<file path="src/include/cmt_pkg.sv">
package cmt_pkg;
  // Register byte offsets
  localparam logic [7:0] OFS_IRQ_STATUS = 8'h00;
  localparam logic [7:0] OFS_CONTROL = 8'h04;
  localparam logic [7:0] OFS_COUNT = 8'h08;
  localparam logic [7:0] OFS_PRESCALE = 8'h0C;
  localparam logic [7:0] OFS_PRESCALE_CNT = 8'h10;
  localparam logic [7:0] OFS_MATCH_CTRL = 8'h14;
  localparam logic [7:0] OFS_MATCH0 = 8'h18;
  localparam logic [7:0] OFS_CAPTURE_CTRL = 8'h28;
  localparam logic [7:0] OFS_CAPTURE0 = 8'h2C;
  localparam logic [7:0] OFS_OUT_CTRL = 8'h3C;
  localparam logic [7:0] OFS_MODE = 8'h40;
  localparam logic [7:0] OFS_IRQ_MASK = 8'h44;
  localparam logic [7:0] OFS_PIN_SEL = 8'h48;
  // Control fields
  localparam int CTRL_ENABLE_BIT = 0;
  localparam int CTRL_RESET_BIT = 1;
  // Mode fields: [1:0] count source, [3:2] event input select
  localparam logic [1:0] MODE_TIMER = 2'h0;
  localparam logic [1:0] MODE_EV_RISE = 2'h1;
  localparam logic [1:0] MODE_EV_FALL = 2'h2;
  localparam logic [1:0] MODE_EV_BOTH = 2'h3;
  // Match output actions
  localparam logic [1:0] OUT_NONE = 2'h0;
  localparam logic [1:0] OUT_LOW = 2'h1;
  localparam logic [1:0] OUT_HIGH = 2'h2;
  localparam logic [1:0] OUT_TOGGLE = 2'h3;
  // Reset values
  localparam logic [31:0] RESET_WORD = 32'h0000_0000;

  // APB request carrier shared by all channels
  typedef struct packed {
    logic wr;
    logic rd;
    logic [7:0] addr;
    logic [31:0] wdata;
  } apb_req_t;

  // Edge qualification per capture channel
  typedef struct packed {
    logic rise;
    logic fall;
  } edge_t;
endpackage

</file>
<file path="src/hw/capture_match_timer.sv">
module capture_match_timer #(
  parameter int CHANNELS = 4,
  parameter int PINS = 2
) (
  input wire logic pclk, // Peripheral clock
  input wire logic presetn, // Async reset, active low
  input wire logic psel, // APB select
  input wire logic penable, // APB enable
  input wire logic pwrite, // APB direction
  input wire logic [7:0] paddr, // APB byte address
  input wire logic [31:0] pwdata, // APB write data
  output logic [31:0] prdata, // APB read data
  output logic pready, // APB ready
  output logic pslverr, // APB error on unmapped address
  input wire logic [CHANNELS*PINS-1:0] cap_pins, // Capture pins, PINS per channel
  output logic [CHANNELS*PINS-1:0] match_pins, // Match pins, broadcast per channel
  output logic irq // Level interrupt
);
  // Elaboration check: the register map and field packing assume four channels
  if (CHANNELS != 4 || PINS < 1 || PINS > 4)
  begin : g_bad_params
    $error("capture_match_timer: unsupported CHANNELS or PINS");
  end

  // Registers
  logic [1:0] control;
  logic [31:0] count, prescale, pre_cnt, rdata_q;
  logic [11:0] match_ctrl, cap_ctrl;
  logic [31:0] match_val [CHANNELS], cap_val [CHANNELS];
  logic [7:0] out_ctrl, irq_status, irq_mask;
  logic [3:0] mode, pin_and;
  logic [CHANNELS-1:0] match_out, cap_prev, match_prev;
  logic ready_q, err_q;

  logic [1:0] next_control;
  logic [31:0] next_count, next_prescale, next_pre_cnt, next_rdata;
  logic [11:0] next_match_ctrl, next_cap_ctrl;
  logic [31:0] next_match_val [CHANNELS], next_cap_val [CHANNELS];
  logic [7:0] next_out_ctrl, next_irq_status, next_irq_mask;
  logic [3:0] next_mode, next_pin_and;
  logic [CHANNELS-1:0] next_match_out;
  logic next_ready, next_err;

  logic [CHANNELS-1:0] cap_in, match_eq, match_hit;
  cmt_pkg::edge_t cap_edge [CHANNELS];
  cmt_pkg::apb_req_t req;

  // True when a channel's edge is enabled by its two-bit rise/fall select
  function automatic logic edge_hit(input logic [1:0] sel, input cmt_pkg::edge_t e);
    edge_hit = (sel[0] & e.rise) | (sel[1] & e.fall);
  endfunction

  // Combine each channel's pins by OR or AND
  always_comb
  begin
    for (int c = 0; c < CHANNELS; c++)
    begin
      cap_in[c] = pin_and[c] ? &cap_pins[c*PINS +: PINS] : |cap_pins[c*PINS +: PINS];
      cap_edge[c].rise = cap_in[c] & ~cap_prev[c];
      cap_edge[c].fall = ~cap_in[c] & cap_prev[c];
    end
  end

  // Access phase decode; writes commit at the single ready edge
  always_comb
  begin
    req.wr = psel & penable & pwrite & ~ready_q;
    req.rd = psel & penable & ~pwrite & ~ready_q;
    req.addr = paddr;
    req.wdata = pwdata;
  end

  // Match compare; acts once on arriving at the value, so a resting count toggles once
  always_comb
  begin
    for (int c = 0; c < CHANNELS; c++)
    begin
      match_eq[c] = control[cmt_pkg::CTRL_ENABLE_BIT] && (count == match_val[c]);
      match_hit[c] = match_eq[c] & ~match_prev[c];
    end
  end

  // Next-state for counter, captures, outputs and registers
  always_comb
  begin
    logic tick, stop, clr;
    logic [1:0] ev_sel;
    logic [7:0] set_ev;
    tick = 1'b0;
    stop = 1'b0;
    clr = 1'b0;
    ev_sel = mode[3:2];
    set_ev = 8'h00;
    next_control = control;
    next_count = count;
    next_prescale = prescale;
    next_pre_cnt = pre_cnt;
    next_match_ctrl = match_ctrl;
    next_cap_ctrl = cap_ctrl;
    next_out_ctrl = out_ctrl;
    next_mode = mode;
    next_irq_mask = irq_mask;
    next_pin_and = pin_and;
    next_match_out = match_out;
    next_irq_status = irq_status;
    next_rdata = 32'h0000_0000;
    next_ready = psel & penable & ~ready_q;
    next_err = 1'b0;
    for (int c = 0; c < CHANNELS; c++)
    begin
      next_match_val[c] = match_val[c];
      next_cap_val[c] = cap_val[c];
    end

    // Count source: pclk or edges of one capture input
    if (control[cmt_pkg::CTRL_ENABLE_BIT])
    begin
      case (mode[1:0])
        cmt_pkg::MODE_TIMER: tick = 1'b1;
        cmt_pkg::MODE_EV_RISE: tick = cap_edge[ev_sel].rise;
        cmt_pkg::MODE_EV_FALL: tick = cap_edge[ev_sel].fall;
        default: tick = cap_edge[ev_sel].rise | cap_edge[ev_sel].fall;
      endcase
    end

    // Match actions: interrupt, reset, stop, drive output
    for (int c = 0; c < CHANNELS; c++)
    begin
      if (match_hit[c])
      begin
        if (match_ctrl[3*c]) set_ev[c] = 1'b1;
        if (match_ctrl[3*c+1]) clr = 1'b1;
        if (match_ctrl[3*c+2]) stop = 1'b1;
        case (out_ctrl[2*c +: 2])
          cmt_pkg::OUT_LOW: next_match_out[c] = 1'b0;
          cmt_pkg::OUT_HIGH: next_match_out[c] = 1'b1;
          cmt_pkg::OUT_TOGGLE: next_match_out[c] = ~match_out[c];
          default: next_match_out[c] = match_out[c];
        endcase
      end
    end

    // Prescaler then counter; reset match or hold restarts both, stop freezes the count
    if (clr || control[cmt_pkg::CTRL_RESET_BIT])
    begin
      next_count = 32'h0000_0000;
      next_pre_cnt = 32'h0000_0000;
    end
    else if (tick && !stop)
    begin
      if (pre_cnt >= prescale)
      begin
        next_pre_cnt = 32'h0000_0000;
        next_count = count + 32'h0000_0001;
      end
      else
        next_pre_cnt = pre_cnt + 32'h0000_0001;
    end
    if (stop) next_control[cmt_pkg::CTRL_ENABLE_BIT] = 1'b0;

    // Captures stay live on every channel, the event input included
    for (int c = 0; c < CHANNELS; c++)
    begin
      if (edge_hit(cap_ctrl[3*c +: 2], cap_edge[c]))
      begin
        next_cap_val[c] = count;
        if (cap_ctrl[3*c+2]) set_ev[4+c] = 1'b1;
      end
    end
    next_irq_status = irq_status | set_ev;

    // Register writes; hardware set wins over write-one-to-clear
    if (req.wr)
    begin
      case (req.addr)
        cmt_pkg::OFS_IRQ_STATUS: next_irq_status = (irq_status & ~req.wdata[7:0]) | set_ev;
        cmt_pkg::OFS_CONTROL: next_control = req.wdata[1:0];
        cmt_pkg::OFS_COUNT: next_count = req.wdata;
        cmt_pkg::OFS_PRESCALE: next_prescale = req.wdata;
        cmt_pkg::OFS_PRESCALE_CNT: next_pre_cnt = req.wdata;
        cmt_pkg::OFS_MATCH_CTRL: next_match_ctrl = req.wdata[11:0];
        cmt_pkg::OFS_CAPTURE_CTRL: next_cap_ctrl = req.wdata[11:0];
        cmt_pkg::OFS_OUT_CTRL: next_out_ctrl = req.wdata[7:0];
        cmt_pkg::OFS_MODE: next_mode = req.wdata[3:0];
        cmt_pkg::OFS_IRQ_MASK: next_irq_mask = req.wdata[7:0];
        cmt_pkg::OFS_PIN_SEL: next_pin_and = req.wdata[3:0];
        default:
        begin
          if (req.addr >= cmt_pkg::OFS_MATCH0 && req.addr < cmt_pkg::OFS_CAPTURE_CTRL
              && req.addr[1:0] == 2'h0)
            next_match_val[req.addr[3:2] - 2'h2] = req.wdata;
          else if (!(req.addr >= cmt_pkg::OFS_CAPTURE0 && req.addr < cmt_pkg::OFS_OUT_CTRL
                     && req.addr[1:0] == 2'h0))
            next_err = 1'b1; // Captures are read only: aligned writes drop silently
        end
      endcase
    end
    if (req.rd)
    begin
      case (req.addr)
        cmt_pkg::OFS_IRQ_STATUS: next_rdata = {24'h000000, irq_status};
        cmt_pkg::OFS_CONTROL: next_rdata = {30'h00000000, control};
        cmt_pkg::OFS_COUNT: next_rdata = count;
        cmt_pkg::OFS_PRESCALE: next_rdata = prescale;
        cmt_pkg::OFS_PRESCALE_CNT: next_rdata = pre_cnt;
        cmt_pkg::OFS_MATCH_CTRL: next_rdata = {20'h00000, match_ctrl};
        cmt_pkg::OFS_CAPTURE_CTRL: next_rdata = {20'h00000, cap_ctrl};
        cmt_pkg::OFS_OUT_CTRL: next_rdata = {24'h000000, out_ctrl};
        cmt_pkg::OFS_MODE: next_rdata = {28'h0000000, mode};
        cmt_pkg::OFS_IRQ_MASK: next_rdata = {24'h000000, irq_mask};
        cmt_pkg::OFS_PIN_SEL: next_rdata = {28'h0000000, pin_and};
        default:
        begin
          if (req.addr >= cmt_pkg::OFS_MATCH0 && req.addr < cmt_pkg::OFS_CAPTURE_CTRL
              && req.addr[1:0] == 2'h0)
            next_rdata = match_val[req.addr[3:2] - 2'h2];
          else if (req.addr >= cmt_pkg::OFS_CAPTURE0 && req.addr < cmt_pkg::OFS_OUT_CTRL
                   && req.addr[1:0] == 2'h0)
            next_rdata = cap_val[req.addr[3:2] - 2'h3];
          else
            next_err = 1'b1;
        end
      endcase
    end
  end

  // State registers only; constants under reset
  always_ff @(posedge pclk or negedge presetn)
  begin
    if (!presetn)
    begin
      control <= 2'h0;
      count <= cmt_pkg::RESET_WORD;
      prescale <= cmt_pkg::RESET_WORD;
      pre_cnt <= cmt_pkg::RESET_WORD;
      match_ctrl <= 12'h000;
      cap_ctrl <= 12'h000;
      out_ctrl <= 8'h00;
      mode <= 4'h0;
      irq_status <= 8'h00;
      irq_mask <= 8'h00;
      pin_and <= 4'h0;
      match_out <= '0;
      cap_prev <= '0;
      match_prev <= '0;
      match_pins <= '0;
      rdata_q <= cmt_pkg::RESET_WORD;
      ready_q <= 1'b0;
      err_q <= 1'b0;
      irq <= 1'b0;
      for (int c = 0; c < CHANNELS; c++)
      begin
        match_val[c] <= cmt_pkg::RESET_WORD;
        cap_val[c] <= cmt_pkg::RESET_WORD;
      end
    end
    else
    begin
      control <= next_control;
      count <= next_count;
      prescale <= next_prescale;
      pre_cnt <= next_pre_cnt;
      match_ctrl <= next_match_ctrl;
      cap_ctrl <= next_cap_ctrl;
      out_ctrl <= next_out_ctrl;
      mode <= next_mode;
      irq_status <= next_irq_status;
      irq_mask <= next_irq_mask;
      pin_and <= next_pin_and;
      match_out <= next_match_out;
      cap_prev <= cap_in;
      match_prev <= match_eq;
      rdata_q <= next_rdata;
      ready_q <= next_ready;
      err_q <= next_err;
      irq <= |(next_irq_status & next_irq_mask);
      for (int c = 0; c < CHANNELS; c++)
        match_pins[c*PINS +: PINS] <= {PINS{next_match_out[c]}};
      for (int c = 0; c < CHANNELS; c++)
      begin
        match_val[c] <= next_match_val[c];
        cap_val[c] <= next_cap_val[c];
      end
    end
  end

  assign prdata = rdata_q;
  assign pready = ready_q;
  assign pslverr = err_q;
endmodule

</file>
<file path="config.mk">
export PLATFORM = sky130hd
export DESIGN_NAME = capture_match_timer
export DESIGN_NICKNAME = d
export VERILOG_FILES = /design/src/include/cmt_pkg.sv /design/src/hw/capture_match_timer.sv
export SDC_FILE = /design/constraint.sdc
export NUM_CORES = 1
export LEC_CHECK = 0
export ABC_AREA = 1
export BUFFER_PORTS_ARGS = -buffer_cell sky130_fd_sc_hd__clkbuf_2
export CAP_MARGIN = 40
export CORE_ASPECT_RATIO = 2
export CORE_MARGIN = 4
export CORE_UTILIZATION = 35
export CTS_CLUSTER_SIZE = 30
export DETAILED_ROUTE_END_ITERATION = 6
export GPL_ROUTABILITY_DRIVEN = 0
export HOLD_SLACK_MARGIN = 0.02
export PLACE_DENSITY = 0.6
export SLEW_MARGIN = 20
export SYNTH_ARGS = -nofsm -noshare
export SYNTH_HDL_FRONTEND = slang
export SYNTH_SLANG_ARGS = --single-unit
export TNS_END_PERCENT = 30
</file>
<file path="constraint.sdc">
create_clock -name pclk -period 2.5 [get_ports pclk]
set_clock_uncertainty 0.15 [all_clocks]
set_input_delay 0.125 -clock pclk [delete_from_list [all_inputs] [get_ports pclk]]
set_output_delay 0.125 -clock pclk [all_outputs]
set_load 0.02 [all_outputs]
</file>
# Yosys cells after proc, flatten, opt, wreduce, memory -nomap -nowiden
# Cells that the tools add are included.
# W data, S select, Z words.
[word_totals]
register_bits = 464
input_bits = 53
out_inout_bits = 43
word_cells = 247
[classes]
add_sub_neg = 4
n_lt_le_gt_ge = 9
n_eq_ne = 28
mux = 87
n_bitwise = 58
reduce_logical = 33
[op_table]
columns = ["operator", "count"]
rows = [
  ["$mux W32", 18],
  ["$pmux W32 S11", 1],
  ["$bmux W32 S2", 2],
  ["$bwmux W128", 1],
  ["$eq A32 B32 Y1", 4],
  ["$add A32 B1 Y32 const B", 2],
  ["$demux W32 S2", 1],
  ["$mux W1", 52],
  ["$ge A32 B32 Y1", 1],
  ["$mux W8", 4],
  ["$and A1 B1 Y1", 26],
  ["$eq A8 B7 Y1 const B", 3],
  ["$reduce_and A2 Y1", 11],
  ["$not A1 Y1", 19],
  ["$eq A2 B2 Y1 const B", 9],
  ["$and A8 B8 Y8", 2],
  ["$eq A8 B4 Y1 const B", 2],
  ["$eq A8 B5 Y1 const B", 2],
  ["$eq A8 B6 Y1 const B", 2],
  ["$lt A8 B6 Y1 const B", 2],
  ["$or A8 B8 Y8", 2],
  ["$pmux W1 S3", 5],
  ["$reduce_or A11 Y1", 1],
  ["$eq A2 B1 Y1 const B", 5],
  ["19 further kinds", 42],
]

# Depth between registers and ports, before layout
# Gate-level depths: netlist of run 1.
[depth]
word_depth = 16
ltp_mapped = 20
mapped_depth_nobuf = 18

# Least setup slack after synthesis of run 1
# OpenSTA, ideal clock, no wires.
[synth_path]
path_kind = "input-to-reg"
from = "input port paddr[3]"
to = "register match_val[89] in the netlist's numbering"
setup_time_ns = 0.131
t_arrival_ns = 2.361
t_required_ns = 2.219
slack_ns = -0.142
path_stages = 15
n_path_buf = 3
path_cell_list = "clkbuf_1 -> inv_1 -> clkbuf_1 -> ha_1 -> nand2_1 -> inv_1 -> nand2_1 -> inv_2 -> nor4_1 -> nand3_2 -> nor2_8 -> nand3_4 -> buf_2 -> nand2_1 -> o21ai_0"
[synth_between]
elab_chain_len = 7
word_cells_on_any_way = 26
classes_between = "add/sub: 1; order compare: 4; eq/ne: 10; mux: 3; bitwise: 2; reduce/logical: 6"
[synth_rtl]
columns = ["element", "line_no", "rtl"]
rows = [
  ["start: declaration", "capture_match_timer.sv:10", "input wire logic [7:0] paddr,"],
  ["$sub A2 B2 Y2", "capture_match_timer.sv:191", "next_match_val[req.addr[3:2] - 2'h2] = req.wdata;"],
  ["$not A2 Y3 (not written as such)", "capture_match_timer.sv:191", ""],
  ["$ge A3 B3 Y1 (not written as such) / $lt A3 B1 Y1 (equally long branches)", "capture_match_timer.sv:191", ""],
  ["$logic_and A1 B1 Y1 (not written as such)", "capture_match_timer.sv:191", ""],
  ["$mux W32 (not written as such)", "capture_match_timer.sv:191", ""],
  ["$demux W32 S2", "capture_match_timer.sv:191", ""],
  ["$bwmux W128", "capture_match_timer.sv:191", ""],
  ["end signal: indexed assignment", "capture_match_timer.sv:253", "match_val[c] <= cmt_pkg::RESET_WORD;"],
  ["end signal: indexed assignment", "capture_match_timer.sv:281", "match_val[c] <= next_match_val[c];"],
  ["end: declaration", "capture_match_timer.sv:29", "logic [31:0] match_val [CHANNELS], cap_val [CHANNELS];"],
]
# Several ways; a longest one is shown, not always the timed one.
# A chain may end at the register's enable or synchronous reset.

# Worst setup path in the final report of run 1
[layout_path]
from = "register count[1]"
to = "register count[30]"
[layout_between]
elab_chain_len = 16
word_cells_on_any_way = 35
classes_between = "add/sub: 1; eq/ne: 4; mux: 19; bitwise: 4; reduce/logical: 7"
[layout_rtl]
columns = ["element", "line_no", "rtl"]
rows = [
  ["start: declaration", "capture_match_timer.sv:27", "logic [31:0] count, prescale, pre_cnt, rdata_q;"],
  ["start signal: assignment", "capture_match_timer.sv:233", "count <= cmt_pkg::RESET_WORD;"],
  ["start signal: assignment", "capture_match_timer.sv:260", "count <= next_count;"],
  ["$eq A32 B32 Y1", "capture_match_timer.sv:78", "match_eq[c] = control[cmt_pkg::CTRL_ENABLE_BIT] && (count == match_val[c]);"],
  ["$logic_and A1 B1 Y1", "capture_match_timer.sv:78", ""],
  ["$and A1 B1 Y1", "capture_match_timer.sv:79", "match_hit[c] = match_eq[c] & ~match_prev[c];"],
  ["$mux W1", "capture_match_timer.sv:129", "if (match_hit[c])"],
  ["$mux W1", "capture_match_timer.sv:133", "if (match_ctrl[3*c+2]) stop = 1'b1;"],
  ["$mux W1", "capture_match_timer.sv:129", ""],
  ["$mux W1", "capture_match_timer.sv:133", ""],
  ["$mux W1", "capture_match_timer.sv:129", ""],
  ["$mux W1", "capture_match_timer.sv:133", ""],
  ["$mux W1", "capture_match_timer.sv:129", ""],
  ["$logic_not A1 Y1", "capture_match_timer.sv:149", "else if (tick && !stop)"],
  ["$logic_and A1 B1 Y1", "capture_match_timer.sv:149", ""],
  ["$mux W32", "capture_match_timer.sv:149", ""],
  ["$mux W32 (*)", "capture_match_timer.sv:144", "if (clr || control[cmt_pkg::CTRL_RESET_BIT])"],
  ["$mux W32", "capture_match_timer.sv:175", "case (req.addr)"],
  ["$mux W32 (*)", "capture_match_timer.sv:173", "if (req.wr)"],
  ["via next_count[30]", "capture_match_timer.sv:36", "logic [31:0] next_count, next_prescale, next_pre_cnt, next_rdata;"],
]
# Mark *: on every way through the listed nets, which the timed path passes. The rest lies on a longest branch.

==> results of run 1 <==
[registers in the layout, summed over array words and instances (netlist names), 2 cells and up]
register,cells
cap_ctrl,12
cap_prev,4
cap_val,128
control,2
count,32
irq_mask,8
irq_status,8
match_ctrl,12
match_out,4
match_prev,4
match_val,128
mode,4
out_ctrl,8
pin_and,4
prdata,32
pre_cnt,32
prescale,32
[synthesized netlist by cell type (3+ instances only)]
cell,n,area [um^2]
nor3_2,3,30.03
clkbuf_1,101,379.1
o211ai_1,16,120.1
o21ai_1,61,305.3
buf_1,14,52.55
or2_1,3,18.77
a31oi_1,5,31.28
o2111ai_1,7,61.31
buf_4,23,172.7
a21oi_1,240,1201
a311oi_1,7,61.31
nor3_1,39,195.2
a22o_1,4,35.03
nand4_1,70,437.9
o21ai_0,440,2202
a221oi_1,18,157.7
nand3_4,5,87.58
o21bai_1,3,22.52
buf_2,54,270.3
a2111oi_0,3,26.28
a41oi_1,3,26.28
inv_1,373,1400
a22oi_1,3,22.52
nor2_1,283,1062
buf_6,4,45.04
nand3b_1,5,37.54
nor4_1,18,112.6
inv_2,31,116.4
o221ai_1,13,113.9
o2bb2ai_1,3,26.28
nor2_2,8,50.05
xor2_1,15,131.4
nand3_1,157,785.8
xnor2_1,13,113.9
o22ai_1,25,156.4
a211oi_1,17,127.6
ha_1,38,475.5
dfrtp_1,457,11440
a21o_1,3,22.52
nand2_1,900,3378
[final timing paths]
path                        startpoint       endpoint  slack (ns)  cells past startpoint
hold reg to reg            prescale[1]    prescale[1]        0.34                      2
min in group asynchronous      presetn    out_ctrl[3]        0.11                      3
max in group asynchronous      presetn      count[23]        1.68                      3
setup / recovery              count[1]      count[30]       -0.47                     15
hold / removal             cap_pins[1]  irq_status[4]        0.08                      9
setup reg to reg              count[1]      count[30]       -0.47                     15
[metal layers]
layer	track usage [%]	share of wire, %	vias to the layer above
li1	-	-	13120
met1	34.54	33	13780
met2	53.31	47	1740
met3	6.432	8.3	739
met4	28.91	12	2
met5	0	0.0062	-
[power by group through the flow]
stage	sequential, mW	clock [mW]	combinational, mW
global placement	8.77	0	8.49
finish	8.68	7.51	9.97
floorplan	8.59	0	3.67
CTS	8.67	7.55	9.22
detailed placement	8.79	0	8.54
global route	8.74	7.84	10.5
[stage by stage]
stage	power (mW)	hold WS [ns]	TNS [ns]	area [um^2]
CTS	25.43	0.06595	-15.30	35610
global placement	17.25	-0.02629	-30.96	32670
finish	26.16	0.08120	-19.93	36180
floorplan	12.26	-0.3206	0	25720
global route	27.10	0.07503	-26.02	36170
detailed placement	17.33	-0.02761	-25.41	32680
[cell type report]
class | instances | area (um^2)
fill | 7082 | 36690
multi-input combinational | 2447 | 12730
sequential | 457 | 11450
timing repair buffer | 940 | 7740
inverter | 404 | 1539
clock buffer | 57 | 1230
tap | 923 | 1155
clock inverter | 20 | 327.8
antenna | 4 | 10.01
[critical path, stage by stage (launching register included)]
cell and delay (ns):
dfrtp_2 0.43, ha_4 0.17, nand2_4 0.06, nor2_4 0.14, nand4_1 0.28, nor2_2 0.27
nand2_2 0.13, inv_2 0.11, nand3_4 0.15, nor2_4 0.18, nand4_1 0.11, or2_1 0.29
nor2_1 0.10, nand2_1 0.07, nand3_2 0.08, nand2_2 0.09
[layout by cell type (no fill, tap or decap), types with 24 or more instances in the layout]
cell and n:
nand2_1 870, buf_4 728, dfrtp_1 446, o21ai_0 414, inv_1 371, nor2_1 252, a21oi_1 235, nand3_1 120
clkbuf_2 93, o21ai_1 71, nand4_1 70, clkbuf_16 47, buf_12 47, dlygate4sd3_1 42, nand3_2 35, ha_1 33
nor3_1 31, inv_2 30, nor2_2 28, nand2_2 28, o22ai_1 24
[cell families (layout without fill, tap and decap cells)]
group	count (synthesis)	in the layout	share of synthesized area, %
other	0	4	0
xor gates and xnor gates	28	28	0.9540
buffers and inverters	600	1421	9.476
AOI/OAI and AO/OA	874	874	18.48
DFF	457	457	44.49
and+or+nand+nor	1507	1507	24.75
adders and majority gates	38	38	1.850
[what timing repair did]
action                                  4_1_cts  5_1_grt
pin swaps                                    23       34
gates cloned                                  4        3
endpoints found under the hold margin       698        0
resized for setup                           160       88
buffers inserted                             25       23
endpoints found under the setup margin       69       76
hold buffers                                 43        0
==> results.yml, run 1 <==
synth:
  synth_edf_count: 0
  ys_seq_elements: 457
  synth_cell_type_count: 55
  ys_seq_area_share_pct: 44.49
  synth_fp_nets: 3595
  netlist_instances: 3504
  synthArstFlopShare_pct: 100.0
  syn_avg_cell_area_um2: 7.337
  netlist_area_um2: 25710
  synthFlopType: "dfrtp_1"
  synth_warnings: 0
flow_run:
  cap_violations: 0
timing:
  min_period_ns: 2.973
  period_share_pct: 118.9
  fmax_mhz: 336.4
  setup_viol: 69
  timing.final.ws_setup_ns: -0.4727
  drv_slew: 0
  hold_viol: 0
  rsz0062_at_grt: "yes"
  relSlewSlack_pct: 46.96
  tightest_slew_ns: 0.7957
setup_path:
  cp_max_fo: 3
  cp-start-kind: "flip-flop"
  required_ns: 2.83
  arrival_ns: 3.30
  end_kind: "flip-flop"
  path_class: "flip-flop to flip-flop"
floorplanning:
  die-height_um: 391.3
  die_x_um: 199.6
  die_area_um2: 78110
  rows: 140
  num_io_pins: 96
  core_um2: 72870
  initial_core_util_pct: 35.28
power:
  power_density_nw_per_um2: 723.0
  power_frac_comb_pct: 38.1
  pwr-share-clk_pct: 28.7
  p_switching_mw: 9.584
  swShare_pct: 36.64
  ir_drop_uv: 467.2
  p_leak_nw: 17.21
  power_frac_seq_pct: 33.2
  p_int_mw: 16.57
cells_and_area:
  utilization_pct: 49.65
  drive_gt1_share_pct: 27.61
  syn2layout_area_growth_pct: 40.75
  layoutNonFillerInstCount: 5252
  fin_nets: 4384
status:
  violations: "setup timing"
  status: "finished with violations"
cts:
  path_clk_slew_ns: 0.07
  insertion_delay_ns: 0.63
  clockBufferDepth: 3
  numCtsBuffers: 43
  cts_tree: "built"
  h-tree-depth: 2
  root_buffer: "clkbuf_16"
  cts_sinks: 457
route:
  routed_wl_um: 129400
  vias: 29380
  drc_errors: 0
  firstDrtPassIters: 6
  ant_nets: 0
  via_per_inst: 5.594
  drtIter0Drc: 3253
  wire_per_inst_um: 24.64
placement:
  dpl.hpwl_um: 94770
  place_inst: 5077
  port_buffers: 95
  pre_cts_ws_ns: -0.7347
global_route:
  grt_usage_pct: 32.38
  antenna_found_initial: 5
  grt_pass1_wl_um: 184800
  grt_overflow: 0
  grt_max_degree: 118
  grt_pass1_vias: 28960
worst_hold_path:
  hp-class: "input port to flip-flop"
Note: power is estimated with default switching activity, not from simulation.
==> inputs of run 2 (changes only) <==
--- a/config.mk
+++ b/config.mk
@@ -16,6 +16,7 @@
 export GPL_ROUTABILITY_DRIVEN = 0
 export HOLD_SLACK_MARGIN = 0.02
 export PLACE_DENSITY = 0.6
+export SKIP_LAST_GASP = 1
 export SLEW_MARGIN = 20
 export SYNTH_ARGS = -nofsm -noshare
 export SYNTH_HDL_FRONTEND = slang
==> run 2 against run 1 <==
  * The flow still finishes with violations (setup timing)
  * Clock-buffer cell count stayed put
  * Critical path depth is 3 higher
  * Core utilization is 0.11 points lower
  * Cell area is 0.22% lower
  * Largest power group unchanged
  * Highest routed layer is now met4
  * Die area stayed put
  * Combinational power hardly changed
==> results.yml, run 2 (synthesis results as in run 1) <==
status:
  status: "finished with violations"
  violations: "setup timing"
route:
  top_layer: "met4"
  drt-met1-wl_um: 42220
  met3_length_um: 11020
  drc_errors: 0
  vias: 29360
  wire_per_inst_um: 24.73
  via_per_inst: 5.589
  firstDrtPassIters: 6
  ant_nets: 0
  met2WireLength_um: 60500
  drtIter0Drc: 3274
  routed_wl_um: 129900
power:
  power_density_nw_per_um2: 723.8
  p_leak_nw: 17.20
  ir_drop_uv: 478.2
global_route:
  grt_usage_pct: 32.32
  antenna_found_initial: 6
  grt_overflow: 0
  grt_max_degree: 118
  grt_pass1_vias: 28840
  grt_pass1_wl_um: 184500
cts:
  path_clk_slew_ns: 0.07
  numCtsBuffers: 43
  insertion_delay_ns: 0.63
  cts_sinks: 457
  root_buffer: "clkbuf_16"
  h-tree-depth: 2
  clockBufferDepth: 3
  cts_tree: "built"
timing:
  min_period_ns: 2.983
  rsz0062_at_grt: "yes"
  period_share_pct: 119.3
  fin_setup_tns_ns: -23.57
  timing.final.ws_setup_ns: -0.4834
  tightest_slew_ns: 1.018
  fmax_mhz: 335.2
  drv_slew: 0
  whs_ns: 0.08428
  relSlewSlack_pct: 31.41
  setup_viol: 71
  hold_viol: 0
cells_and_area:
  final_common_cell: "nand2_1"
  fin_nets: 4387
  drive_gt1_share_pct: 27.20
  most-common-layout-cells: "869 x nand2_1, 733 x buf_4, 447 x dfrtp_1"
  reg_top3: "cap_val (128), match_val (128)"
  syn2layout_area_growth_pct: 40.44
  layoutNonFillerInstCount: 5254
setup_path:
  cp-start-kind: "flip-flop"
  arrival_ns: 3.32
  path_delay_family: "simple AND/OR/NAND/NOR gates"
  cp_slowest_cell: "dfrtp_1"
  crit_chain: "buf_4, buf_6, nand3_2, nor3_4, nand3_2, buf_4, nor3_2, buf_4, nand3_1, buf_6, nor2_4, nand2_1, nor2_2, nand3_2, nor2_1, nand2_1, nand3_1, nand2_1"
  path_class: "flip-flop to flip-flop"
  end_kind: "flip-flop"
  cpPeakStageDelay_ns: 0.43
  cp_max_fo: 4
  required_ns: 2.84
  crit_buf_inv: 5
placement:
  place_inst: 5077
  port_buffers: 95
  dpl.hpwl_um: 94770
worst_hold_path:
  hp-class: "input port to flip-flop"
floorplanning:
  die_area_um2: 78110
  core_um2: 72870
  die_x_um: 199.6
  die-height_um: 391.3
  initial_core_util_pct: 35.28
  num_io_pins: 96
  rows: 140
flow_run:
  cap_violations: 0
-- run 2: cell types whose count changed in the layout (fill, tap and decap cells not counted), moves of 5 or more --
cell and change:
nand3_1 +9, nand3_2 -9, nor2_4 +7, o21ai_0 +7, nor2_2 -6, buf_4 +5
o21ai_1 -5
-- run 2: cell type report --
cell class	count	area, um^2
Tap cell	923	1155
Sequential cell	457	11450
Clock inverter	20	327.8
Antenna cell	3	7.507
Timing Repair Buffer	943	7764
Inverter	404	1539
Fill cell	7100	36770
Clock buffer	57	1230
Multi-Input combinational cell	2447	12630
-- run 2: path summary, 6_finish.rpt --
check                            startpoint  depth (start not counted)  slack, ns            end
max in group asynchronous           presetn                          3       1.66      count[23]
worst max-delay path               count[0]                         18      -0.48      count[31]
min in group asynchronous           presetn                          3       0.13    out_ctrl[3]
worst min register to register  prescale[4]                          2       0.34    prescale[4]
worst min-delay path            cap_pins[1]                          9       0.08  irq_status[4]
worst max register to register     count[0]                         18      -0.48      count[31]
-- run 2: report_power, final --
part	internal, mW	switching [mW]	total [mW]	leakage [nW]
Sequential	8.09	0.588	8.68	5.90
Combinational	4.19	5.77	9.96	10.5
Clock	4.31	3.19	7.50	0.763
Total	16.6	9.55	26.1	17.2
-- run 2: per-layer routing --
metal | up-vias | GRT usage, %
met5 | - | 0
met4 | 0 | 28.96
met3 | 724 | 6.036
met2 | 1772 | 53.12
met1 | 13750 | 34.75
li1 | 13120 | -
-- run 2: timing repair --
action | CTS | global route
endpoints found under the hold margin | 696 | 0
hold buffers | 43 | 0
setup endpoints to repair | 69 | 78
pin swaps | 22 | 61
setup buffers | 25 | 24
cloned | 4 | 6
resized for setup | 115 | 109
-- run 2: stage by stage --
step           worst slack, ns  instance area [um^2]  utilization (%)  power [mW]
2_1_floorplan          0.01398                 25720                -       12.26
3_3_place_gp           -0.8866                 32670            44.83       17.25
3_5_place_dp           -0.7347                 32680            44.84       17.33
4_1_cts                -0.3505                 35470            48.67       25.36
5_1_grt                -0.5642                 36090            49.53       27.11
6_report               -0.4834                 36100            49.54       26.13
-- run 2: worst min-delay path: stages --
cell	delay (ns)
clkbuf_2	0.09
o21ai_1	0.10
nand2_1	0.07
inv_1	0.04
buf_4	0.12
nand2_1	0.06
nand2_2	0.07
nand2_1	0.07
nand2_1	0.07
